==> config.mk <==
export PLATFORM = sky130hd
export DESIGN_NAME = pbr_port
export DESIGN_NICKNAME = d
export VERILOG_FILES = /design/src/rtl/pbr_pkg.sv /design/src/rtl/pbr_ram.sv /design/src/rtl/pbr_port.sv
export SDC_FILE = /design/constraint.sdc
export NUM_CORES = 1
export LEC_CHECK = 0
export BUFFER_PORTS_ARGS = -buffer_cell sky130_fd_sc_hd__clkbuf_2
export CELL_PAD_IN_SITES_DETAIL_PLACEMENT = 0
export CELL_PAD_IN_SITES_GLOBAL_PLACEMENT = 1
export CORE_MARGIN = 4
export CORE_UTILIZATION = 40
export DETAILED_ROUTE_END_ITERATION = 10
export GPL_TIMING_DRIVEN = 0
export PLACE_DENSITY_LB_ADDON = 0.25
export SLEW_MARGIN = 40
export SYNTH_ARGS = -nofsm -noshare
export SYNTH_HDL_FRONTEND = slang
export SYNTH_HIERARCHICAL = 1
export SYNTH_SLANG_ARGS = --single-unit
==> constraint.sdc <==
create_clock -name core_clk_i -period 4.2 [get_ports core_clk_i]
set_clock_uncertainty 0.2 [all_clocks]
set_input_delay 0.21 -clock core_clk_i [delete_from_list [all_inputs] [get_ports core_clk_i]]
set_output_delay 0.21 -clock core_clk_i [all_outputs]
set_load 0.01 [all_outputs]
==> src/rtl/pbr_pkg.sv <==
// Purpose: Constants shared by the port bit access block.
// Assumes: 16-bit byte-addressed internal bus, 8-bit data.
// Notes: Addresses for the port registers are free choices held here.
package pbr_pkg;
    localparam logic [15:0] ADDR_DIR = 16'hffe8; // Direction select register.
    localparam logic [15:0] ADDR_LATCH = 16'hffd8; // Output latch register.
    localparam logic [15:0] ADDR_RELOAD = 16'hffb0; // Shared counter and load address.
    localparam logic [15:0] RAM_BASE = 16'hfb80; // Small on-chip work RAM.
    localparam int RAM_AW = 5;
    localparam logic [15:0] RAM_MASK = 16'hffe0;
    localparam logic [15:0] END_ADDR = 16'hffff; // Highest legal move address.
    localparam logic [7:0] DIR_RESET = 8'h00;
    localparam logic [7:0] LATCH_RESET = 8'h00;
    localparam logic [7:0] RELOAD_RESET = 8'h00;
    localparam logic [7:0] WO_READ = 8'hff; // Read value of a write-only register.
    localparam logic [7:0] EMPTY_READ = 8'h00; // Any value is allowed here.
    // Bit operation codes.
    localparam logic [2:0] OP_SET = 3'h0;
    localparam logic [2:0] OP_CLR = 3'h1;
    localparam logic [2:0] OP_NOT = 3'h2;
    localparam logic [2:0] OP_ST = 3'h3;
    localparam logic [2:0] OP_IST = 3'h4;
    typedef enum logic [4:0] {
        ST_IDLE = 5'b00001,
        ST_RD = 5'b00010,
        ST_WR = 5'b00100,
        ST_MRD = 5'b01000,
        ST_MWR = 5'b10000
    } pbr_state_t;
endpackage : pbr_pkg

==> src/rtl/pbr_ram.sv <==
// Purpose: Small work RAM with a registered read port.
// Assumes: One access per cycle.
// Notes: Contents are not reset.
`timescale 1ns/1ps
module pbr_ram (
    // Clock.
    input wire logic core_clk_i,
    // Access.
    input wire logic we_i,
    input wire logic [pbr_pkg::RAM_AW-1:0] addr_i,
    input wire logic [7:0] wdata_i,
    output logic [7:0] rdata_o
);
    logic [7:0] mem [0:(1<<pbr_pkg::RAM_AW)-1];

    // Write and registered read share one address.
    always_ff @(posedge core_clk_i) begin
        if (we_i) begin
            mem[addr_i] <= wdata_i;
        end
        rdata_o <= mem[addr_i];
    end
endmodule : pbr_ram

==> src/rtl/pbr_port.sv <==
// Purpose: Port registers and the byte access engine for bit and block-move operations.
// Assumes: Pins synchronous to core_clk_i; one command at a time, started when busy_o is low.
// Notes: Bit operations and block moves read whole bytes and write whole bytes back.
`timescale 1ns/1ps
// Behaviour
// Writes to unmapped addresses are dropped; reads there return an undefined value.
// Block move copies count-low bytes from source pointer to destination pointer.
// Software keeps destination end at or below ffff; pointer never wraps.
// Bit operations read the byte, change one bit, write the whole byte back.
// Shared address reads the live counter and writes the load register.
// Latch reads give pin level for inputs and latch value for outputs.
// Output pins are driven to the latch value.
// Software should keep a RAM shadow of the latch and write whole bytes.
// Direction register is write-only and reads as ff.
// Direction bit 0 means input, 1 means output.
// Input pins are not driven; their latch bits still store writes.
module pbr_port (
    // Clock and reset.
    input wire logic core_clk_i,
    input wire logic resetn_i,
    // Plain byte access.
    input wire logic wr_i,
    input wire logic [15:0] addr_i,
    input wire logic [7:0] wdata_i,
    output logic [7:0] rdata_o,
    // Bit operation command.
    input wire logic bit_op_i,
    input wire logic [2:0] bit_code_i,
    input wire logic [2:0] bit_num_i,
    input wire logic carry_i,
    // Block move command.
    input wire logic move_i,
    input wire logic [15:0] source_pointer_i,
    input wire logic [15:0] destination_pointer_i,
    input wire logic [7:0] count_reg_low_i,
    // Status.
    output logic busy_o,
    // Port pins.
    input wire logic [7:0] pin_i,
    output logic [7:0] pin_o,
    output logic [7:0] pin_oe_o,
    // Reload timer.
    output logic [7:0] reload_value_o,
    output logic [7:0] counter_o
);
    ////////////////////////////////////////////////////////////////////////////
    logic [7:0] dir_q;
    logic [7:0] latch_q;
    logic [7:0] reload_q;
    logic [7:0] cnt_q;
    pbr_pkg::pbr_state_t state_q;
    pbr_pkg::pbr_state_t state_d;
    logic [15:0] addr_q;
    logic [15:0] dst_q;
    logic [7:0] left_q;
    logic [2:0] code_q;
    logic [2:0] num_q;
    logic carry_q;
    logic [7:0] rdata_q;
    logic [7:0] ram_rdata;

    ////////////////////////////////////////////////////////////////////////////
    // Access steering: the engine owns the bus while busy.
    wire idle = (state_q == pbr_pkg::ST_IDLE);
    wire [15:0] acc_addr = idle ? addr_i : (state_q == pbr_pkg::ST_MWR ? dst_q : addr_q);
    wire do_rd = (state_q == pbr_pkg::ST_RD) || (state_q == pbr_pkg::ST_MRD);
    wire do_wr = (idle && wr_i && !bit_op_i && !move_i) || (state_q == pbr_pkg::ST_WR)
                 || (state_q == pbr_pkg::ST_MWR);
    wire hit_dir = (acc_addr == pbr_pkg::ADDR_DIR);
    wire hit_latch = (acc_addr == pbr_pkg::ADDR_LATCH);
    wire hit_reload = (acc_addr == pbr_pkg::ADDR_RELOAD);
    wire hit_ram = ((acc_addr & pbr_pkg::RAM_MASK) == pbr_pkg::RAM_BASE);
    wire [7:0] port_read = (pin_i & ~dir_q) | (latch_q & dir_q);

    // Read mux: unmapped areas give a fixed filler value.
    wire [7:0] reg_read = hit_dir ? pbr_pkg::WO_READ :
                          hit_latch ? port_read :
                          hit_reload ? cnt_q :
                          pbr_pkg::EMPTY_READ;
    // The modify step must see the byte that the read step fetched. That byte comes
    // from a register or from the RAM, so the modify step takes the same selected byte
    // that the data output shows; a RAM target would otherwise be rewritten as filler.
    wire [7:0] read_byte = rdata_o;

    // Bit modify on the byte just read; other bits pass through unchanged.
    wire [7:0] bit_mask = 8'h01 << num_q;
    logic [7:0] modified;
    always_comb begin
        case (code_q)
            pbr_pkg::OP_SET: modified = read_byte | bit_mask;
            pbr_pkg::OP_CLR: modified = read_byte & ~bit_mask;
            pbr_pkg::OP_NOT: modified = read_byte ^ bit_mask;
            pbr_pkg::OP_ST: modified = carry_q ? (read_byte | bit_mask) : (read_byte & ~bit_mask);
            pbr_pkg::OP_IST: modified = carry_q ? (read_byte & ~bit_mask) : (read_byte | bit_mask);
            default: modified = read_byte;
        endcase
    end
    wire [7:0] wr_byte = idle ? wdata_i : modified;
    wire ram_sel_rd = hit_ram && (idle || do_rd);

    ////////////////////////////////////////////////////////////////////////////
    // RAM read data arrives one cycle later; the mux picks it by a tracked flag.
    logic ram_rd_q;
    pbr_ram u_ram (
        .core_clk_i(core_clk_i),
        .we_i(do_wr && hit_ram),
        .addr_i(acc_addr[pbr_pkg::RAM_AW-1:0]),
        .wdata_i(wr_byte),
        .rdata_o(ram_rdata)
    );

    // Last byte of a block move: the count is spent once this byte has been written.
    wire move_last = (left_q == 8'h01);

    // Next state of the access engine.
    always_comb begin
        case (state_q)
            pbr_pkg::ST_IDLE: begin
                if (bit_op_i) begin
                    state_d = pbr_pkg::ST_RD;
                end else if (move_i && count_reg_low_i != 8'h00) begin
                    state_d = pbr_pkg::ST_MRD;
                end else begin
                    state_d = pbr_pkg::ST_IDLE;
                end
            end
            pbr_pkg::ST_RD: state_d = pbr_pkg::ST_WR;
            pbr_pkg::ST_WR: state_d = pbr_pkg::ST_IDLE;
            pbr_pkg::ST_MRD: state_d = pbr_pkg::ST_MWR;
            pbr_pkg::ST_MWR: state_d = move_last ? pbr_pkg::ST_IDLE : pbr_pkg::ST_MRD;
            default: state_d = pbr_pkg::ST_IDLE;
        endcase
    end

    // Engine state and operands.
    always_ff @(posedge core_clk_i or negedge resetn_i) begin
        if (!resetn_i) begin
            state_q <= pbr_pkg::ST_IDLE;
        end else begin
            state_q <= state_d;
        end
    end

    // Bit operations keep one address; block moves step both pointers.
    always_ff @(posedge core_clk_i or negedge resetn_i) begin
        if (!resetn_i) begin
            addr_q <= 16'h0000;
            dst_q <= 16'h0000;
            left_q <= 8'h00;
            code_q <= 3'h0;
            num_q <= 3'h0;
            carry_q <= 1'b0;
        end else if (idle) begin
            addr_q <= bit_op_i ? addr_i : source_pointer_i;
            dst_q <= destination_pointer_i;
            left_q <= count_reg_low_i;
            code_q <= bit_op_i ? bit_code_i : 3'h7; // Move copies the byte unchanged.
            num_q <= bit_num_i;
            carry_q <= carry_i;
        end else if (state_q == pbr_pkg::ST_MWR) begin
            // The pointer is not guarded against wrap; software keeps it below the top.
            addr_q <= addr_q + 16'h0001;
            dst_q <= dst_q + 16'h0001;
            left_q <= left_q - 8'h01;
        end
    end

    // Read data register: register reads and RAM data both appear one cycle after the address.
    always_ff @(posedge core_clk_i or negedge resetn_i) begin
        if (!resetn_i) begin
            ram_rd_q <= 1'b0;
            rdata_q <= 8'h00;
        end else begin
            ram_rd_q <= ram_sel_rd;
            rdata_q <= reg_read;
        end
    end
    // Registered-read byte used by modify and by the data output.
    assign rdata_o = ram_rd_q ? ram_rdata : rdata_q;

    ////////////////////////////////////////////////////////////////////////////
    // Port registers; a write to no register is simply dropped.
    always_ff @(posedge core_clk_i or negedge resetn_i) begin
        if (!resetn_i) begin
            dir_q <= pbr_pkg::DIR_RESET;
            latch_q <= pbr_pkg::LATCH_RESET;
            reload_q <= pbr_pkg::RELOAD_RESET;
        end else if (do_wr) begin
            if (hit_dir) begin
                dir_q <= wr_byte;
            end
            if (hit_latch) begin
                latch_q <= wr_byte; // Stored even for input bits.
            end
            if (hit_reload) begin
                reload_q <= wr_byte; // Writes go to the load register only.
            end
        end
    end

    // Reload counter counts down and reloads on reaching zero. Reads of the shared
    // address see this live count, not the load register, so a bit operation there
    // copies whatever count bits it read into the load register.
    wire cnt_zero = (cnt_q == 8'h00);
    wire [7:0] cnt_d = cnt_zero ? reload_q : cnt_q - 8'h01;
    always_ff @(posedge core_clk_i or negedge resetn_i) begin
        if (!resetn_i) begin
            cnt_q <= pbr_pkg::RELOAD_RESET;
        end else begin
            cnt_q <= cnt_d;
        end
    end

    // Pin drive: outputs follow the latch, inputs float. The latch is masked here rather
    // than at write time, so bits written while a pin is an input appear once the pin
    // turns to output.
    assign pin_o = latch_q & dir_q;
    assign pin_oe_o = dir_q;
    assign busy_o = !idle;
    assign reload_value_o = reload_q;
    assign counter_o = cnt_q;
endmodule : pbr_port

==> flow_metrics.tcl, run 1 <==
set metrics [dict create \
    rows 75 \
    swShare_pct 42.83 \
    required_ps 4410 \
    drc 0 \
    worstMarginPinSlew_ps 787.6 \
    start_util_pct 40.71 \
    antenna_found_initial 0 \
    grt_pass1_vias 12250 \
    finish.utilization_pct 50.38 \
    setup_violations 0 \
    cts_htree_levels 2 \
    p_seq_share_pct 30.2 \
    ys_seq_area_share_pct 59.20 \
    ant_nets 0 \
    path_cells "buf_6 > buf_6 > buf_2 > clkbuf_4 > o22ai_1 > a21oi_1 > clkbuf_1 > clkbuf_4 > buf_2 > mux2i_1 > o22ai_1 > nor4_2 > nand2_1" \
    slew_violations 0 \
    max_freq_ghz 0.2444 \
    grt_overflow 0 \
    antenna_cells 0 \
    worst_setup_path_end_kind "register" \
    fin_crit_sh_pct 97.43 \
    core_um2 42230 \
    cts_tree "yes" \
    p_clk_share_pct 19.8 \
    place_hpwl_um 35330 \
    synth_nets 1479 \
    fillerInstances 3668 \
    cp_slowest_cell "dfstp_2" \
    clkTransAtPathRegs_ps 70 \
    power.density_nw_per_um2 823.9 \
    ys.flop_type "edfxtp_1" \
    synthArstFlopShare_pct 26.05 \
    leakagePower_nw 7.990 \
    grt_max_degree 64 \
    die_w_um 215.3 \
    path_max_fanout 10 \
    drive_gt1_share_pct 24.29 \
    routedWlPerCell_um 22.90 \
    cts_buffers 40 \
    final-seq-area_um2 10180 \
    die_area_um2 46350 \
    syn_area_um2 17190 \
    syn_inst 1373 \
    start_kind "register" \
    yosysWarnings 6 \
    path_delay_family "buffers and inverters" \
    status "completed" \
    numPortBuffers 123 \
    grtUsageTotal_pct 21.19 \
    maxSlewHeadroom_pct 47.49 \
    period_needed_ps 4092 \
    crit_type "reg -> reg" \
    cap_violations 0 \
    syn2layout_area_growth_pct 23.77 \
    irDropWorstVdd_mv 0.4252 \
    place_area_um2 18890 \
    ios 125 \
    hp-class "in -> reg" \
    cp_num_buf_inv 7 \
    firstDrtPassIters 5 \
    syn_area_per_cell_um2 12.52 \
    vias_per_cell 5.725 \
    ys_ff_latch 357 \
    combPwrFrac_pct 50.0 \
    p_sw_mw 7.508 \
    clk_path_buf_depth 3 \
    ys_types 94 \
    cts-root-buf "clkbuf_16" \
    final_area_um2 21280 \
    internal-power_mw 10.02 \
    vias 12560 \
    synth_edf_count 256 \
    dieHeight_um 215.3 \
    critPathMaxStageDelay_ps 610 \
    rsz0062_at_grt "false" \
    nets 1729 \
    wirelength_um 50250 \
    drtIter0Drc 1009 \
    worst-endpoint-arrival_ps 4300 \
    clock_latency_ps 570 \
    grt_pass1_wl_um 76100 \
    multi_input_area_um2 6814 \
    place.gp.congestion 0.8698 \
    clock-sinks 357 \
    hold_viol 0 \
]
## cell usage in the layout, fill, tap and decap left out, types with 42 or more instances in the layout
cell	n
a21oi_1	68
clkbuf_1	42
clkbuf_16	42
clkbuf_2	129
dfrtp_1	92
dlygate4sd3_1	60
edfxtp_1	256
mux2i_1	145
nand2_1	83
nor2_1	59
o21ai_0	70
o22ai_1	98
## path summary, 6_finish.rpt
check,startpoint,depth (start not counted),to,slack (ps)
max,state_q[0],13,u_ram/rdata_o[0],110
min,pin_i[3],5,rdata_q[3],30
max reg2reg,state_q[0],13,u_ram/rdata_o[0],110
min reg2reg,addr_q[15],1,addr_q[15],300
max in group asynchronous,resetn_i,4,counter_o[3],2900
min in group asynchronous,resetn_i,3,state_q[0],550
## cell usage after synthesis, drive strengths merged, types with 7 or more instances
cell type  count  share of area, %
edfxtp       256                45
mux2i        145               8.4
o22ai        100               3.7
dfrtp         92                13
nor2          87               1.9
nand2         83               1.8
a21oi         81               2.5
o21ai         73               2.1
buf           47               1.9
clkbuf        46               1.1
mux2          34               2.8
nand3         28              0.82
nor4          26               1.1
inv           25              0.55
ha            22               1.6
nor2b         21              0.76
nor3          21              0.68
a31oi         14              0.60
nand3b        11              0.48
a221oi        10              0.51
a21bo          8              0.47
and2           8              0.29
and3           8              0.31
dfxtp          8              0.93
o22a           7              0.36
## power groups by stage
| stage | Sequential (mW) | Clock [mW] | Combinational, mW |
|---|---|---|---|
| 2_1_floorplan | 5.25 | 0 | 5.10 |
| 3_3_place_gp | 5.45 | 0 | 7.61 |
| 3_5_place_dp | 5.34 | 0 | 8.33 |
| 4_1_cts | 5.28 | 3.53 | 8.64 |
| 5_1_grt | 5.34 | 3.70 | 9.39 |
| 6_report | 5.29 | 3.47 | 8.76 |
## tightest hold or removal path, delay by kind of cell
family | cells | cell delay, ps
compound gates | 3 | 360
simple gates | 1 | 110
buf+inv | 1 | 80
## through the flow
step	std cells	hold WS [ps]	power [mW]	TNS [ps]	worst slack (ps)
finish	2194	26.85	17.53	0	108.0
global route	2194	45.56	18.43	0	1.932
CTS	2195	1.632	17.45	-5498	-110.9
detailed placement	2050	-66.35	13.68	-162790	-795.6
global placement	2035	216.6	13.06	-384040	-1101
floorplan	1373	-285.6	10.35	0	515.9
## per-layer routing
metal | track usage, % | vias to the layer above | part of all wire, %
met3 | 3.065 | 77 | 6.1
li1 | - | 5798 | -
met2 | 33.78 | 451 | 46
met5 | 0 | - | 0
met4 | 5.690 | 0 | 2.1
met1 | 30.54 | 6234 | 46
## cell families (layout without fill, tap and decap cells)
logic type / after synthesis / count (layout) / share of synthesized area [%]
mux: 179 / 179 / 11.20
simple gates: 355 / 355 / 11.44
fa+ha+maj: 22 / 22 / 1.601
xor+xnor: 9 / 9 / 0.5678
flops: 357 / 357 / 59.20
compound gates: 333 / 333 / 12.46
buf+inv: 118 / 400 / 3.530
## registers in the layout, summed over array words and instances (netlist names)
| signal | count |
|---|---|
| carry_q | 1 |
| code_q | 3 |
| addr_q | 16 |
| left_q | 8 |
| u_ram/mem | 256 |
| num_q | 3 |
| ram_rd_q | 1 |
| reload_value_o | 8 |
| pin_oe_o | 8 |
| counter_o | 8 |
| state_q | 5 |
| dst_q | 16 |
| rdata_q | 8 |
| latch_q | 8 |
| u_ram/rdata_o | 8 |
## area by class of cell
type | instances | share of cell area, %
Tap cell | 539 | 3.170
Buffer | 91 | 2.541
Multi-Input combinational cell | 898 | 32.03
Inverter | 25 | 0.4411
Timing Repair Buffer | 210 | 7.769
Clock inverter | 20 | 0.8351
Sequential cell | 357 | 47.83
Clock buffer | 54 | 5.387
## timing repair
action | CTS | global route
endpoints found under the setup margin | 264 | 232
hold buffers | 61 | 0
gates resized for setup | 63 | 28
hold endpoints to repair | 143 | 0
gates cloned | 0 | 0
buffers inserted | 10 | 1
pin swaps | 4 | 2
No activity file was read; power rests on OpenSTA's default activity.
==> run 2, diff against run 1 <==
- RECOVER_POWER: not set -> 50
- TNS_END_PERCENT: not set -> 5
==> flow_metrics.tcl, run 2 (synthesized netlist as in run 1, its figures left out) <==
set metrics [dict create \
    status "finished, violations left" \
    violations "capacitance limit, slew limit" \
    die_w_um 215.3 \
    fin_crit_sh_pct 97.10 \
    place.gp.congestion 0.8698 \
    cts_tree "yes" \
    grt_pass1_vias 12250 \
    fin_cells 2192 \
    clock-sinks 357 \
    crit_type "reg -> reg" \
    grt_overflow 0 \
    ant_nets 0 \
    dieHeight_um 215.3 \
    grt_pass1_wl_um 76050 \
    clkTransAtPathRegs_ps 60 \
    firstDrtPassIters 5 \
    drc 0 \
    cts_buffers 40 \
    leakagePower_nw 7.860 \
    most-common-layout-cells "256 x edfxtp_1, 145 x mux2i_1, 105 x clkbuf_2" \
    reg_top3 "u_ram/mem (256), addr_q (16), dst_q (16)" \
    worst_setup_path_end_kind "register" \
    pre_cts_ws_ps -795.6 \
    fin_ws_ps 122.0 \
    antenna_cells 0 \
    routedWlPerCell_um 22.89 \
    startpoint "state_q[4]" \
    r2r_start "state_q[4]" \
    fillerInstances 3703 \
    final_common_cell "edfxtp_1" \
    vias 12450 \
    antenna_found_initial 0 \
    place_area_um2 18890 \
    power_mw 17.45 \
    syn2layout_area_growth_pct 22.89 \
    clock_latency_ps 570 \
    cts_htree_levels 2 \
    max_freq_ghz 0.2452 \
    worst-endpoint-arrival_ps 4080 \
    worstHoldStart "source_pointer_i[11]" \
    hold_viol 0 \
    period_needed_ps 4078 \
    nets 1727 \
    rows 75 \
    rsz0062_at_grt "true" \
    grt_max_degree 64 \
    required_ps 4200 \
    hp-class "in -> reg" \
    wirelength_um 50170 \
    start_util_pct 40.71 \
    grtUsageTotal_pct 21.18 \
    die_area_um2 46350 \
    cts-root-buf "clkbuf_16" \
    worstMarginPinSlew_ps 1805 \
    largest_reg_flops 256 \
    path_max_fanout 10 \
    setup_violations 0 \
    cap_violations 2 \
    core_um2 42230 \
    drive_gt1_share_pct 21.84 \
    power.density_nw_per_um2 826.2 \
    place_hpwl_um 35330 \
    maxSlewHeadroom_pct -20.34 \
    slew_violations 94 \
    clk_path_buf_depth 3 \
    drtIter0Drc 1039 \
    numPortBuffers 123 \
    irDropWorstVdd_mv 0.4115 \
    ios 125 \
    start_kind "register" \
    vias_per_cell 5.677 \
    holdWs_ps 27.24 \
    regMostFlops "u_ram/mem" \
    final_area_um2 21120 \
    dp.cells 2050 \
]
[run 2: cell types whose count changed in the layout (fill, tap and decap cells not counted), moves of 2 or more]
| cell | change |
|---|---|
| clkbuf_1 | +30 |
| clkbuf_2 | -24 |
| and2_0 | +8 |
| and2_1 | -8 |
| mux2_1 | +8 |
| mux2_2 | -8 |
| nor2_2 | +7 |
| nor2_4 | -7 |
| buf_4 | -4 |
| buf_12 | -2 |
[run 2: area by class of cell]
cell class                 instances  area, µm²  share of cell area [%]
sequential                       357      10180                   48.18
multi-input combinational        898       6778                   32.09
timing repair buffer             206       1531                   7.250
clock buffer                      54       1146                   5.426
tap                              539      674.4                   3.193
buffer                            93      545.5                   2.583
clock inverter                    20      177.7                  0.8411
inverter                          25      93.84                  0.4443
[run 2: path summary, 6_finish.rpt]
path | to | slack [ps] | cells past startpoint
max | u_ram/mem[0][0] | 120 | 9
min | addr_q[11] | 30 | 5
max reg2reg | u_ram/mem[0][0] | 120 | 9
min reg2reg | addr_q[15] | 300 | 1
max in group asynchronous | dst_q[7] | 1440 | 4
min in group asynchronous | state_q[0] | 630 | 3
[run 2: stage by stage]
stage          utilization, %  TNS, ps
6_report                50.02        0
5_1_grt                 50.02   -167.7
4_1_cts                 50.00   -73.41
3_5_place_dp            44.74  -162790
3_3_place_gp            43.76  -384040
2_1_floorplan               -        0
[run 2: layer usage]
metal  track usage (%)  part of all wire [%]  vias up
met3             3.079                   6.3       75
li1                  -                     -     5778
met5                 0                     0        -
met2             33.82                    46      415
met1             30.50                    45     6177
met4             5.647                   2.1        0
[run 2: repair_timing]
item                                    4_1_cts  5_1_grt
hold buffers                                 61        0
buffers inserted                              5        2
resized for setup                            63       20
hold endpoints to repair                    143        0
endpoints found under the setup margin      264      192
pin swaps                                     3        3
[run 2: report_power, final]
part	internal [mW]	switching, mW	leakage (nW)
Sequential	4.84	0.455	3.56
Combinational	3.15	5.54	3.65
Clock	2.00	1.47	0.651
[run 2: critical path: stages, from the launching register on]
cell and delay [ps]:
dfrtp_1 460, buf_4 220, buf_6 150, clkbuf_1 440
a221oi_1 200, nor4b_4 460, nor2b_4 340, or3b_2 460
clkbuf_2 300, nor2_2 480
==> run 3, diff against run 2 <==
- GPL_TIMING_DRIVEN: 0 -> not set
- SYNTH_HIERARCHICAL: 1 -> not set
==> flow_metrics.tcl, run 3 <==
set metrics [dict create \
    status "finished, violations left" \
    violations "capacitance limit, slew limit" \
    drive_gt1_share_pct 18.26 \
    rows 73 \
    final_common_cell "edfxtp_1" \
    ys_seq_area_share_pct 62.68 \
    path_max_fanout 22 \
    firstDrtPassIters 5 \
    worstMarginPinSlew_ps 2628 \
    routedWlPerCell_um 22.20 \
    worst_setup_path_end_kind "register" \
    most-common-layout-cells "256 x edfxtp_1, 163 x nand2_1, 106 x clkbuf_2" \
    cts_resized 0 \
    pre_cts_ws_ps 429.5 \
    critPathMaxStageDelay_ps 1270 \
    crit_type "reg -> reg" \
    max_freq_ghz 0.2566 \
    synthArstFlopShare_pct 26.05 \
    synth_nets 1424 \
    syn2layout_area_growth_pct 22.47 \
    yosysMostFrequentCell "edfxtp_1" \
    startpoint "ram_rd_q" \
    worst-endpoint-arrival_ps 4180 \
    period_needed_ps 3896 \
    start_util_pct 40.68 \
    hold_viol 0 \
    clock_latency_ps 550 \
    path_cells "mux2_1 > ha_1 > o22a_1 > o22ai_1 > a21oi_1 > o21ai_1 > buf_4 > mux2_2" \
    vias_per_cell 5.536 \
    finish.utilization_pct 49.82 \
    clkTransAtPathRegs_ps 60 \
    syn_area_um2 16240 \
    clock-sinks 357 \
    hold_buffers 72 \
    synth_area_leaders "edfxtp_1 47%, dfrtp_1 14%, mux2i_1 6.2%" \
    start_kind "register" \
    ys_types 64 \
    required_ps 4490 \
    setup_violations 0 \
    yosysWarnings 0 \
    cts-root-buf "clkbuf_16" \
    path_delay_family "compound AO/OA/AOI/OAI gates" \
    syn_area_per_cell_um2 12.32 \
    cp_num_buf_inv 1 \
    synth_edf_count 256 \
    vias 11700 \
    fin_crit_sh_pct 92.77 \
    grt_max_degree 45 \
    wirelength_um 46910 \
    worstHoldStart "addr_i[2]" \
    postCtsSetupBuffers 0 \
    synth_commonest_cells "256 x edfxtp_1, 163 x nand2_1, 101 x mux2i_1, 92 x dfrtp_1, 73 x nor2_1" \
    fin_cells 2113 \
    grt_overflow 0 \
    final.setup.tns_ps 0 \
    reg_top3 "u_ram.mem (256), addr_q (16), dst_q (16)" \
    synth_top_area_share_pct 47.35 \
    fin_ws_ps 303.5 \
    hp-class "in -> reg" \
    ios 125 \
    grt_pass1_wl_um 71550 \
    dieHeight_um 209.5 \
    largest_reg_flops 256 \
    antenna_cells 0 \
    leakagePower_nw 7.660 \
    core_um2 39910 \
    ys.flop_type "edfxtp_1" \
    place_hpwl_um 31700 \
    rsz0062_at_grt "false" \
    cts_htree_levels 2 \
    dp.cells 1965 \
    slew_violations 60 \
    grt_pass1_vias 11630 \
    ys_ff_latch 357 \
    die_area_um2 43880 \
    antenna_found_initial 1 \
    ant_nets 0 \
    synth_top_cell_by_area "edfxtp_1" \
    cap_violations 2 \
    power.density_nw_per_um2 748.8 \
    syn_inst 1318 \
    drc 0 \
    r2r_start "ram_rd_q" \
    grtUsageTotal_pct 20.97 \
    cts_buffers 41 \
    clk_path_buf_depth 3 \
    place.gp.congestion 0.8634 \
    numPortBuffers 124 \
    irDropWorstVdd_mv 0.3415 \
    die_w_um 209.5 \
    regMostFlops "u_ram.mem" \
    drtIter0Drc 956 \
    nets 1661 \
    cp_slowest_cell "o21ai_1" \
    maxSlewHeadroom_pct -75.17 \
    cts_tree "yes" \
]
run 3: path summary, 6_finish.rpt:
kind / cells past startpoint / endpoint / slack [ps]
worst min register to register: 1 / latch_q[3] / 330
min in group asynchronous: 2 / code_q[1] / 840
worst min-delay path: 4 / addr_q[2] / 20
worst max-delay path: 8 / reload_value_o[6] / 300
worst max register to register: 8 / reload_value_o[6] / 300
max in group asynchronous: 3 / latch_q[1] / 1130
run 3: logic make-up (layout without fill, tap and decap cells):
kind of cell | count (synthesis) | in the layout | synth area share (%)
xor+xnor | 23 | 23 | 1.241
mux | 141 | 141 | 9.001
simple gates | 421 | 421 | 12.61
compound gates | 248 | 248 | 10.07
fa+ha+maj | 22 | 22 | 1.695
flops | 357 | 357 | 62.68
buf+inv | 106 | 376 | 2.705
run 3: cell type report:
class                           count  area [µm²]
Clock buffer                       54        1147
Fill cell                        3528       20030
Multi-Input combinational cell    855        5679
Timing Repair Buffer              267        1841
Sequential cell                   357       10180
Clock inverter                     22       260.3
Inverter                           33       123.9
Tap cell                          525       656.9
run 3: layer usage:
metal / share of wire, % / global-route usage [%] / vias up
met1: 45 / 31.31 / 5770
met4: 2.3 / 5.851 / 2
met5: 0.028 / 0 / -
met2: 46 / 32.03 / 429
met3: 6.5 / 3.288 / 67
li1: - / - / 5430
run 3: worst reg2reg max path, cell delays in order, from the launching register on:
cell and delay [ps]:
dfrtp_1 530, mux2_1 470, ha_1 310, o22a_1 150
o22ai_1 150, a21oi_1 60, o21ai_1 1280, buf_4 490
mux2_2 220
run 3: where the power goes:
| group | total, mW | internal (mW) | switching, mW |
|---|---|---|---|
| Combinational | 6.11 | 2.05 | 4.06 |
| Sequential | 5.09 | 4.56 | 0.526 |
| Clock | 3.69 | 2.25 | 1.44 |
| Total | 14.9 | 8.86 | 6.03 |
run 3: stage by stage:
stage | power [mW] | area [µm²] | hold slack, ps
after global routing | 15.67 | 19880 | 47.33
final | 14.89 | 19880 | 22.98
after CTS | 15.01 | 19990 | 11.85
after floorplan | 8.861 | 16240 | -285.6
after detailed placement | 11.20 | 17860 | 63.98
after global placement | 11.16 | 17840 | 50.14
